File: src/hdl/gpsc_pkg.sv
// gpsc_pkg: constants shared by the front-end io and power control block
//
// Overview of operation
// - software sets each general io line independently as static input or output
// - inputs sampled and outputs updated only on a software read or write request
// - an output-configured general io line is driven push-pull, high and low
// - a disabled general io line floats, held low only by weak pull-down
// - during usb suspend every front-end output driver is disabled
// - usb indicator off when unplugged, suspended or disabled; on when active
// - activity indicator off idle, blinking while active, on while awaiting slave
// - at startup and on resume every front-end port is high impedance
// - auxiliary supply enabled on first request, off in suspend, back on next request
// - over-current cuts front power, stops io, tri-states lines until reboot
// - reference level chosen from five settings; io levels follow it
// - reference output off until a level is chosen or default taken; off in suspend
// - two-wire transactions: write only, read only, write then read same slave
package gpsc_pkg;

    // ----------------------------------------------------------------
    // sizes and timing
    // ----------------------------------------------------------------
    localparam int unsigned IO_LINES        = 8;
    localparam int unsigned CLK_HZ          = 25000000;
    localparam int unsigned BLINK_HALF_MS   = 100;
    localparam int unsigned BLINK_HALF_CYC  = CLK_HZ / 1000 * BLINK_HALF_MS;

    // ----------------------------------------------------------------
    // reference level codes and reset values
    // ----------------------------------------------------------------
    localparam logic [2:0] REF_1V2          = 3'h0;
    localparam logic [2:0] REF_1V5          = 3'h1;
    localparam logic [2:0] REF_1V8          = 3'h2;
    localparam logic [2:0] REF_2V5          = 3'h3;
    localparam logic [2:0] REF_3V3          = 3'h4;
    localparam logic [2:0] REF_DEFAULT      = REF_3V3;
    localparam logic [7:0] DIR_RESET        = 8'h00;
    localparam logic [7:0] OUT_RESET        = 8'h00;

    // ----------------------------------------------------------------
    // two-wire transaction kinds
    // ----------------------------------------------------------------
    localparam logic [1:0] TW_WRITE         = 2'h0;
    localparam logic [1:0] TW_READ          = 2'h1;
    localparam logic [1:0] TW_WRITE_READ    = 2'h2;

    typedef enum logic [3:0] {
        GPSC_OFF     = 4'b0001,
        GPSC_IDLE    = 4'b0010,
        GPSC_ACTIVE  = 4'b0100,
        GPSC_TRIPPED = 4'b1000
    } gpsc_state_t;

    // a valid level code is one of the five settings
    function automatic logic ref_valid(input logic [2:0] code);
        ref_valid = (code <= REF_3V3);
    endfunction

endpackage

File: src/hdl/gpsc_led.sv
// gpsc_led: usb and activity indicator decoding
`timescale 1ns/1ns
`default_nettype none
module gpsc_led #(
    parameter int unsigned BLINK_CYC = gpsc_pkg::BLINK_HALF_CYC
) (
    input  wire logic core_clk_i,
    input  wire logic resetn_i,
    input  wire logic usb_attached_i,
    input  wire logic usb_active_i,
    input  wire logic usb_suspend_i,
    input  wire logic xfer_active_i,
    input  wire logic slave_wait_i,
    output logic      usb_led_o,
    output logic      act_led_o
);
    logic [23:0] blink_cnt_q;
    logic        blink_q;

    // ----------------------------------------------------------------
    // free-running blink base
    // ----------------------------------------------------------------
    always_ff @(posedge core_clk_i or negedge resetn_i) begin
        if (!resetn_i) begin
            blink_cnt_q <= 24'h000000;
            blink_q     <= 1'b0;
        end else if (blink_cnt_q == 24'(BLINK_CYC - 1)) begin
            blink_cnt_q <= 24'h000000;
            blink_q     <= ~blink_q;
        end else begin
            blink_cnt_q <= blink_cnt_q + 24'h000001;
        end
    end

    always_ff @(posedge core_clk_i or negedge resetn_i) begin
        if (!resetn_i) begin
            usb_led_o <= 1'b0;
            act_led_o <= 1'b0;
        end else begin
            usb_led_o <= usb_attached_i & usb_active_i & ~usb_suspend_i;
            if (slave_wait_i)
                act_led_o <= 1'b1;
            else if (xfer_active_i)
                act_led_o <= blink_q;
            else
                act_led_o <= 1'b0;
        end
    end
endmodule
`default_nettype wire

File: src/hdl/gpsc_io.sv
// gpsc_io: general io line bank with software-timed sampling and update
`timescale 1ns/1ns
`default_nettype none
module gpsc_io #(
    parameter int unsigned N = gpsc_pkg::IO_LINES
) (
    input  wire logic         core_clk_i,
    input  wire logic         resetn_i,
    input  wire logic         drive_allow_i,
    input  wire logic         dir_wr_i,
    input  wire logic [N-1:0] dir_i,
    input  wire logic         out_wr_i,
    input  wire logic [N-1:0] out_i,
    input  wire logic         rd_req_i,
    input  wire logic [N-1:0] general_io_line_i,
    output logic [N-1:0]      general_io_line_o,
    output logic [N-1:0]      general_io_line_oe_o,
    output logic [N-1:0]      general_io_line_pd_o,
    output logic [N-1:0]      static_input_line_o,
    output logic [N-1:0]      dir_o
);
    logic [N-1:0] dir_q;
    logic [N-1:0] out_q;
    logic [N-1:0] smp_q;

    always_ff @(posedge core_clk_i or negedge resetn_i) begin
        if (!resetn_i)
            dir_q <= N'(gpsc_pkg::DIR_RESET);
        else if (dir_wr_i)
            dir_q <= dir_i;
    end

    always_ff @(posedge core_clk_i or negedge resetn_i) begin
        if (!resetn_i)
            out_q <= N'(gpsc_pkg::OUT_RESET);
        else if (out_wr_i)
            out_q <= out_i;
    end

    // sample only on request; no timed polling
    always_ff @(posedge core_clk_i or negedge resetn_i) begin
        if (!resetn_i)
            smp_q <= '0;
        else if (rd_req_i)
            smp_q <= general_io_line_i & ~dir_q;
    end

    assign general_io_line_o    = out_q;
    assign general_io_line_oe_o = dir_q & {N{drive_allow_i}};
    assign general_io_line_pd_o = ~general_io_line_oe_o;
    assign static_input_line_o  = smp_q;
    assign dir_o                = dir_q;
endmodule
`default_nettype wire

File: src/hdl/gpsc_top.sv
// gpsc_top: front-end io, power sequencing and protection control
`timescale 1ns/1ns
`default_nettype none
module gpsc_top #(
    parameter int unsigned N         = gpsc_pkg::IO_LINES,
    parameter int unsigned BLINK_CYC = gpsc_pkg::BLINK_HALF_CYC
) (
    input  wire logic         core_clk_i,
    input  wire logic         resetn_i,
    // host link state
    input  wire logic         usb_attached_i,
    input  wire logic         usb_active_i,
    input  wire logic         usb_suspend_i,
    input  wire logic         host_req_i,
    // general io control
    input  wire logic         dir_wr_i,
    input  wire logic [N-1:0] dir_i,
    input  wire logic         out_wr_i,
    input  wire logic [N-1:0] out_i,
    input  wire logic         rd_req_i,
    input  wire logic [N-1:0] general_io_line_i,
    output logic [N-1:0]      general_io_line_o,
    output logic [N-1:0]      general_io_line_oe_o,
    output logic [N-1:0]      general_io_line_pd_o,
    output logic [N-1:0]      static_input_line_o,
    output logic [N-1:0]      dir_o,
    // reference level
    input  wire logic         ref_sel_wr_i,
    input  wire logic [2:0]   ref_sel_i,
    input  wire logic         ref_default_i,
    output logic              ref_en_o,
    output logic [2:0]        ref_level_o,
    output logic              io_level_valid_o,
    // power
    output logic              auxiliary_supply_output_en_o,
    output logic              front_power_en_o,
    input  wire logic         aux_overcurrent_i,
    input  wire logic         ref_overcurrent_i,
    output logic              overcurrent_o,
    // serial engines
    input  wire logic         tw_start_i,
    input  wire logic [1:0]   tw_kind_i,
    input  wire logic [6:0]   tw_addr_i,
    input  wire logic         tw_done_i,
    output logic              tw_go_o,
    output logic [1:0]        tw_kind_o,
    output logic [6:0]        tw_addr_o,
    output logic              tw_busy_o,
    output logic              tw_bad_kind_o,
    input  wire logic         spi_active_i,
    input  wire logic         spi_slave_wait_i,
    output logic              serial_drive_en_o,
    // indicators
    output logic              usb_led_o,
    output logic              act_led_o
);
    gpsc_pkg::gpsc_state_t state_q;
    gpsc_pkg::gpsc_state_t state_d;
    logic       trip_q;
    logic       aux_en_q;
    logic       ref_chosen_q;
    logic [2:0] ref_lvl_q;
    logic       tw_busy_q;
    logic [1:0] tw_kind_q;
    logic [6:0] tw_addr_q;
    logic       tw_go_q;
    logic       tw_bad_q;
    logic       drive_allow;
    logic       overcurrent;

    assign overcurrent = aux_overcurrent_i | ref_overcurrent_i;

    // ----------------------------------------------------------------
    // power state: off until first request, idle in suspend, tripped until reset
    // ----------------------------------------------------------------
    always_comb begin
        state_d = state_q;
        case (state_q)
            gpsc_pkg::GPSC_OFF: begin
                if (overcurrent)
                    state_d = gpsc_pkg::GPSC_TRIPPED;
                else if (host_req_i && !usb_suspend_i)
                    state_d = gpsc_pkg::GPSC_ACTIVE;
            end
            gpsc_pkg::GPSC_IDLE: begin
                if (overcurrent)
                    state_d = gpsc_pkg::GPSC_TRIPPED;
                else if (host_req_i && !usb_suspend_i)
                    state_d = gpsc_pkg::GPSC_ACTIVE;
            end
            gpsc_pkg::GPSC_ACTIVE: begin
                if (overcurrent)
                    state_d = gpsc_pkg::GPSC_TRIPPED;
                else if (usb_suspend_i)
                    state_d = gpsc_pkg::GPSC_IDLE;
            end
            gpsc_pkg::GPSC_TRIPPED: state_d = gpsc_pkg::GPSC_TRIPPED;
            default:                state_d = gpsc_pkg::GPSC_TRIPPED;
        endcase
    end

    always_ff @(posedge core_clk_i or negedge resetn_i) begin
        if (!resetn_i)
            state_q <= gpsc_pkg::GPSC_OFF;
        else
            state_q <= state_d;
    end

    // lines drive only while active; covers startup, resume, suspend, trip
    assign drive_allow = (state_q == gpsc_pkg::GPSC_ACTIVE) && !usb_suspend_i;

    // ----------------------------------------------------------------
    // supplies
    // ----------------------------------------------------------------
    always_ff @(posedge core_clk_i or negedge resetn_i) begin
        if (!resetn_i)
            aux_en_q <= 1'b0;
        else
            aux_en_q <= (state_d == gpsc_pkg::GPSC_ACTIVE);
    end

    always_ff @(posedge core_clk_i or negedge resetn_i) begin
        if (!resetn_i)
            trip_q <= 1'b0;
        else if (overcurrent)
            trip_q <= 1'b1;
    end

    // ----------------------------------------------------------------
    // reference level selection
    // ----------------------------------------------------------------
    always_ff @(posedge core_clk_i or negedge resetn_i) begin
        if (!resetn_i) begin
            ref_lvl_q    <= gpsc_pkg::REF_DEFAULT;
            ref_chosen_q <= 1'b0;
        end else if (ref_sel_wr_i && gpsc_pkg::ref_valid(ref_sel_i)) begin
            ref_lvl_q    <= ref_sel_i;
            ref_chosen_q <= 1'b1;
        end else if (ref_default_i) begin
            ref_lvl_q    <= gpsc_pkg::REF_DEFAULT;
            ref_chosen_q <= 1'b1;
        end
    end

    // ----------------------------------------------------------------
    // two-wire transaction launch
    // ----------------------------------------------------------------
    always_ff @(posedge core_clk_i or negedge resetn_i) begin
        if (!resetn_i) begin
            tw_busy_q <= 1'b0;
            tw_go_q   <= 1'b0;
            tw_bad_q  <= 1'b0;
            tw_kind_q <= gpsc_pkg::TW_WRITE;
            tw_addr_q <= 7'h00;
        end else begin
            tw_go_q  <= 1'b0;
            tw_bad_q <= 1'b0;
            if (!drive_allow) begin
                tw_busy_q <= 1'b0;
            end else if (tw_busy_q) begin
                if (tw_done_i)
                    tw_busy_q <= 1'b0;
            end else if (tw_start_i) begin
                // a write-read keeps one address for both phases
                if (tw_kind_i == gpsc_pkg::TW_WRITE || tw_kind_i == gpsc_pkg::TW_READ ||
                    tw_kind_i == gpsc_pkg::TW_WRITE_READ) begin
                    tw_busy_q <= 1'b1;
                    tw_go_q   <= 1'b1;
                    tw_kind_q <= tw_kind_i;
                    tw_addr_q <= tw_addr_i;
                end else begin
                    tw_bad_q  <= 1'b1;
                end
            end
        end
    end

    // ----------------------------------------------------------------
    // sub-blocks and outputs
    // ----------------------------------------------------------------
    gpsc_io #(
        .N (N)
    ) u_io (
        .core_clk_i           (core_clk_i),
        .resetn_i             (resetn_i),
        .drive_allow_i        (drive_allow),
        .dir_wr_i             (dir_wr_i),
        .dir_i                (dir_i),
        .out_wr_i             (out_wr_i),
        .out_i                (out_i),
        .rd_req_i             (rd_req_i),
        .general_io_line_i    (general_io_line_i),
        .general_io_line_o    (general_io_line_o),
        .general_io_line_oe_o (general_io_line_oe_o),
        .general_io_line_pd_o (general_io_line_pd_o),
        .static_input_line_o  (static_input_line_o),
        .dir_o                (dir_o)
    );

    gpsc_led #(
        .BLINK_CYC (BLINK_CYC)
    ) u_led (
        .core_clk_i     (core_clk_i),
        .resetn_i       (resetn_i),
        .usb_attached_i (usb_attached_i),
        .usb_active_i   (usb_active_i),
        .usb_suspend_i  (usb_suspend_i),
        .xfer_active_i  (drive_allow & (tw_busy_q | spi_active_i)),
        .slave_wait_i   (drive_allow & spi_slave_wait_i),
        .usb_led_o      (usb_led_o),
        .act_led_o      (act_led_o)
    );

    assign auxiliary_supply_output_en_o = aux_en_q & ~usb_suspend_i;
    assign ref_en_o          = ref_chosen_q & aux_en_q & ~usb_suspend_i;
    assign ref_level_o       = ref_lvl_q;
    assign io_level_valid_o  = ref_en_o;
    assign front_power_en_o  = (state_q != gpsc_pkg::GPSC_TRIPPED);
    assign overcurrent_o     = trip_q;
    assign serial_drive_en_o = drive_allow;
    assign tw_go_o           = tw_go_q;
    assign tw_kind_o         = tw_kind_q;
    assign tw_addr_o         = tw_addr_q;
    assign tw_busy_o         = tw_busy_q;
    assign tw_bad_kind_o     = tw_bad_q;
endmodule
`default_nettype wire

File: config.mk
export PLATFORM = sky130hd
export DESIGN_NAME = gpsc_top
export DESIGN_NICKNAME = d
export VERILOG_FILES = /design/src/hdl/gpsc_pkg.sv /design/src/hdl/gpsc_led.sv /design/src/hdl/gpsc_io.sv /design/src/hdl/gpsc_top.sv
export SDC_FILE = /design/constraint.sdc
export NUM_CORES = 1
export LEC_CHECK = 0
export BUFFER_PORTS_ARGS = -buffer_cell sky130_fd_sc_hd__buf_2
export CAP_MARGIN = 10
export CORE_MARGIN = 5
export CORE_UTILIZATION = 35
export CTS_BUF_LIST = sky130_fd_sc_hd__clkbuf_16
export DETAILED_ROUTE_END_ITERATION = 6
export SETUP_SLACK_MARGIN = 0.4
export SYNTH_ARGS = -nofsm -noshare
export SYNTH_HDL_FRONTEND = slang
export SYNTH_SLANG_ARGS = --single-unit
File: constraint.sdc
create_clock -name core_clk_i -period 1.8 [get_ports core_clk_i]
set_input_delay 0 -clock core_clk_i [delete_from_list [all_inputs] [get_ports core_clk_i]]
set_output_delay 0 -clock core_clk_i [all_outputs]
set_load 0.01 [all_outputs]
# [Yosys cells after proc, flatten, opt, wreduce, memory -nomap -nowiden]
# Index checks and enable logic that the tools add are counted.
# W data, S select, Z words.
[totals] ff_bits=73 in_bits=53 out_inout_bits=63 word_cells=76
[op_classes] addsub=1 magnitude_cmp=1 eq_ne=8 n_mux=23 bitwise_logic=16 reduce_logical=10
[op_table] cell="$add A24 B1 Y24 const B" n=1
[op_table] cell="$eq A24 B22 Y1 const B" n=1
[op_table] cell="$mux W24" n=1
[op_table] cell="$and A8 B8 Y8" n=2
[op_table] cell="$mux W4" n=4
[op_table] cell="$not A8 Y8" n=2
[op_table] cell="$mux W1" n=15
[op_table] cell="$eq A4 B3 Y1 const B" n=2
[op_table] cell="$pmux W4 S2" n=1
[op_table] cell="$and A1 B1 Y1" n=7
[op_table] cell="$mux W3" n=2
[op_table] cell="$eq A4 B1 Y1 const B" n=1
[op_table] cell="$eq A4 B2 Y1 const B" n=1
[op_table] cell="$ne A4 B4 Y1 const B" n=1
[op_table] cell="$reduce_and A4 Y1" n=1
[op_table] cell="$le A3 B3 Y1 const B" n=1
[op_table] cell="$logic_and A1 B1 Y1" n=3
[op_table] cell="$not A1 Y1" n=3
[op_table] cell="$eq A2 B1 Y1 const B" n=1
[op_table] cell="$eq A2 B2 Y1 const B" n=1
[op_table] cell="$logic_not A2 Y1" n=1
[op_table] cell="$logic_or A1 B1 Y1" n=2
[op_table] cell="$or A1 B1 Y1" n=2
[op_table] cell="$reduce_bool A2 Y1" n=1
[op_table] cell="other kinds (2)" n=2

# [Logic depth before layout (Yosys ltp)]
[logic_depth] word_depth=7 mapped_depth=7 ltp_nobuf=5

# [Hierarchy]
# Synthesis repeated with hierarchy kept, for this count alone.
[hier_totals] cells_unflattened=280 hier_area_um2=3370.7
[modules_own_cells] module="gpsc_led" n_inst=1 cells_each=116 area_per_inst_um2=1282.5 seq_area_each_um2=675.6
[modules_own_cells] module="gpsc_io" n_inst=1 cells_each=84 area_per_inst_um2=1102.3 seq_area_each_um2=600.6
[modules_own_cells] module="gpsc_top" n_inst=1 cells_each=80 area_per_inst_um2=985.9 seq_area_each_um2=553.0

# [Least setup slack after synthesis]
# OpenSTA, ideal clock, no wires.
[synth_timing] path_kind="flip-flop to flip-flop" startpoint="register u_led.blink_cnt_q[0]" endpoint="register u_led.blink_cnt_q[18]" setup_time_ns=0.077 arrival_ns=1.482 required_time_ns=1.723 path_slack_ns=0.241 stages_incl_launch_ff=7 n_path_buf=1 period_less_slack_ns=1.559 cell_sequence="dfrtp_1 ha_1 and4_1 clkbuf_1 nand3_1 or3_1 a21oi_1"
[synth_between] elab_chain_len=2 elab_cells_between_ends=3 classes_between="1 x add/sub; 1 x eq/ne; 1 x mux"
[synth_rtl] item="start, declared" line="gpsc_led.sv:17" text="logic [23:0] blink_cnt_q;"
[synth_rtl] item="start signal, assigned" line="gpsc_led.sv:31" text="blink_cnt_q <= blink_cnt_q + 24'h000001;"
[synth_rtl] item="$add A24 B1 Y24 / $eq A24 B22 Y1 (equally long branches)" line="gpsc_led.sv:31, gpsc_led.sv:27"
[synth_rtl] item="$mux W24 *" line="gpsc_led.sv:27" text="end else if (blink_cnt_q == 24'(BLINK_CYC - 1)) begin"
# Mark *: on every way between the ends. The rest lies on a longest branch, timed or not.
# A chain may end at the register's enable or synchronous reset.

# [Worst setup path in the final report]
[layout_timing] startpoint="register u_led.blink_cnt_q[11]" endpoint="register u_led.blink_cnt_q[21]"
# Same word-level chain as after synthesis.

==> reports/metrics.csv <==
metric,value,unit
io_pins,116,
grtUsageTotal,15.9,%
critPathMaxStageDelay,0.49,ns
synth_nets,332,
synthToLayoutAreaGrowth,59.4,%
dieArea,0.0110,mm^2
clkPwrFrac,44.9,%
grt_pass1_vias,2948,
fin_skew,0.00799,ns
wirelength,8.76,mm
drc,0,
drv_cap,0,
std_cell_rows,34,
fin_cells,587,
cp_max_fo,7,
mostFrequentLayoutCell,buf_2,
gp_congestion,0.763,
grt_pass1_wl,14.4,mm
p_leak,2.47,nW
htree_levels,3,
vdd_drop_max,0.532,mV
antenna_found_initial,0,
relSlewSlack,74.9,%
post-synth-top-area-cell,dfrtp_1,
whs_path_depth,3,
pre_cts_ws,0.160,ns
fin_area,0.00502,mm^2
avgRoutedWirePerCell,14.9,um
min_period_over_period,88.3,%
final_nets,528,
p_total,3.86,mW
synth_area,0.00315,mm^2
syn_inst,278,
dp_cells,495,
syn_avg_cell_area,11.3,um^2
holdCritPathClass,input port to register,
required,2.05,ns
floorplan.initialDensity,36.0,%
p_per_area,768,mW/mm^2
crit_arrival,1.84,ns
drive_gt1_share,44.1,%
synth-async-reset-ratio,100,%
die_h,105,um
grt_start_max_net_pins,74,
setup_ws,0.210,ns
cts_buffers,9,
via_per_inst,4.73,
setup_violations,0,
postRouteAntennaNets,0,
setup-tns-final,0,ns
finalMaxSlewViolations,0,
crit_type,register to register,
insertion_delay,0.32,ns
cts_tree,yes,
power_switching,0.873,mW
clk_pin_slew,0.06,ns
via_count,2776,
clock.fmax,0.629,GHz
place_area,0.00390,mm^2
clockBufferDepth,2,
dp_hpwl,5.30,mm
rsz0062_at_grt,yes,
startpoint_type,register,
drtPass1Iterations,4,
die_w,105,um
cts_root_buf,clkbuf_16,
synth_cell_types,39,
hold_viol_final,0,
r2r_cells,4,
status,finished clean,
synth-edff-count,0,
switching_share,22.6,%
synth-seq-cells,73,
ys_warn_count,0,
endpoint_kind,register,
coreArea,0.00876,mm^2
ys_seq_area_share,58.0,%
fin_crit,1.59,ns
crit_path_cell_trace,and4_1 -> nand3_1 -> or3_1 -> a21oi_2,
layout_common_cells,"buf_2 (109), dfrtp_1 (69), dlygate4sd3_1 (49)",
grt_overflow,0,
insertedDiodeCount,0,
io_buffers,115,
synthFlopType,dfrtp_1,
cts_sinks,73,
internal-power,2.98,mW
worst_pin_slew,0.376,ns
combinationalPowerShare,9.8,%
power_frac_seq,45.2,%
drt_iter0_drc,104,
yosysTopAreaCellShare,56.3,%
synth.area.top_cells,"dfrtp_1 (56%), mux2_2 (8.2%), xnor2_1 (3.9%)",
critPathSlowestCell,dfrtp_1,
-- worst paths after layout --
check / from / end / slack, ns
hold / removal: host_req_i / aux_en_q / 0.04
hold reg to reg: overcurrent_o / overcurrent_o / 0.47
min in group asynchronous: resetn_i / tw_go_o / 0.23
setup reg to reg: u_led.blink_cnt_q[11] / u_led.blink_cnt_q[21] / 0.21
max in group asynchronous: resetn_i / state_q[0] / 1.24
setup / recovery: u_led.blink_cnt_q[11] / u_led.blink_cnt_q[21] / 0.21
-- synthesized netlist by cell type, drive strengths merged (2+ instances only) --
| library cell | instances |
|---|---|
| nor4 | 4 |
| o21a | 2 |
| nor4b | 2 |
| nand4 | 9 |
| nor2b | 5 |
| nand3 | 12 |
| nand3b | 9 |
| xnor2 | 14 |
| mux2 | 23 |
| nand2b | 3 |
| o21ai | 11 |
| buf | 3 |
| a21oi | 7 |
| dfstp | 2 |
| o22a | 3 |
| dfrtp | 71 |
| and2 | 6 |
| nor2 | 16 |
| nor3 | 3 |
| nand2 | 20 |
| inv | 21 |
| and4 | 3 |
| and3 | 3 |
| clkbuf | 5 |
| a31oi | 2 |
| or3 | 5 |
| xor2 | 6 |
-- per-layer routing --
metal | up-vias | track usage [%] | wire length, um
li1 | 1353 | - | -
met3 | 15 | 5.24 | 588
met4 | 0 | 4.47 | 138
met1 | 1312 | 19.7 | 3530
met2 | 96 | 26.4 | 4500
met5 | - | 0 | 0
-- cell families after synthesis --
kind of cell,count (synthesis),share of synthesized area [%]
AO/OA/AOI/OAI,29,5.63
XOR/XNOR,20,5.56
adder cells (fa/ha/maj),1,0.397
buffers and inverters,29,3.65
flip-flops,73,58.0
multiplexers,23,8.21
AND/OR/NAND/NOR,103,18.5
-- repair_timing --
action,4_1_cts,5_1_grt
endpoints found under the hold margin,114,1
resized for setup,9,23
cloned,1,0
pin swaps,12,16
setup endpoints to repair,44,53
hold buffers,50,1
setup buffers,22,3
-- through the flow --
step           hold WS [ns]  utilization [%]
3_3_place_gp         0.0625             44.5
4_1_cts              0.0138             56.1
2_1_floorplan        -0.296                -
3_5_place_dp         0.0572             44.5
6_report             0.0416             57.3
5_1_grt              0.0753             57.3
-- critical path: cells and delay by family (launching register included) --
| kind | cells | cell delay, ns |
|---|---|---|
| AND/OR/NAND/NOR | 3 | 0.90 |
| AO/OA/AOI/OAI | 1 | 0.14 |
| flip-flops | 1 | 0.49 |
-- registers in the layout (all words and copies together) (netlist names), 2 cells and up --
signal,flops
tw_kind_o,2
ref_level_o,3
u_io.general_io_line_o,8
tw_addr_o,7
state_q,4
u_led.blink_cnt_q,24
u_io.dir_o,8
u_io.static_input_line_o,8
-- cell type report --
| type | instances | area, um^2 |
|---|---|---|
| Clock buffer | 9 | 225 |
| Tap cell | 108 | 135 |
| Multi-Input combinational cell | 177 | 1330 |
| Fill cell | 696 | 3740 |
| Clock inverter | 7 | 70.1 |
| Sequential cell | 73 | 1830 |
| Timing Repair Buffer | 192 | 1350 |
| Inverter | 21 | 78.8 |
-- power by group through the flow --
stage               clock network, mW  logic, mW  registers (mW)
floorplan                           0     0.0809            1.80
global placement                    0      0.289            1.77
detailed placement                  0      0.292            1.77
CTS                              1.77      0.375            1.74
global route                     1.86      0.419            1.75
finish                           1.73      0.380            1.74
No activity file was read; power rests on OpenSTA's default activity.
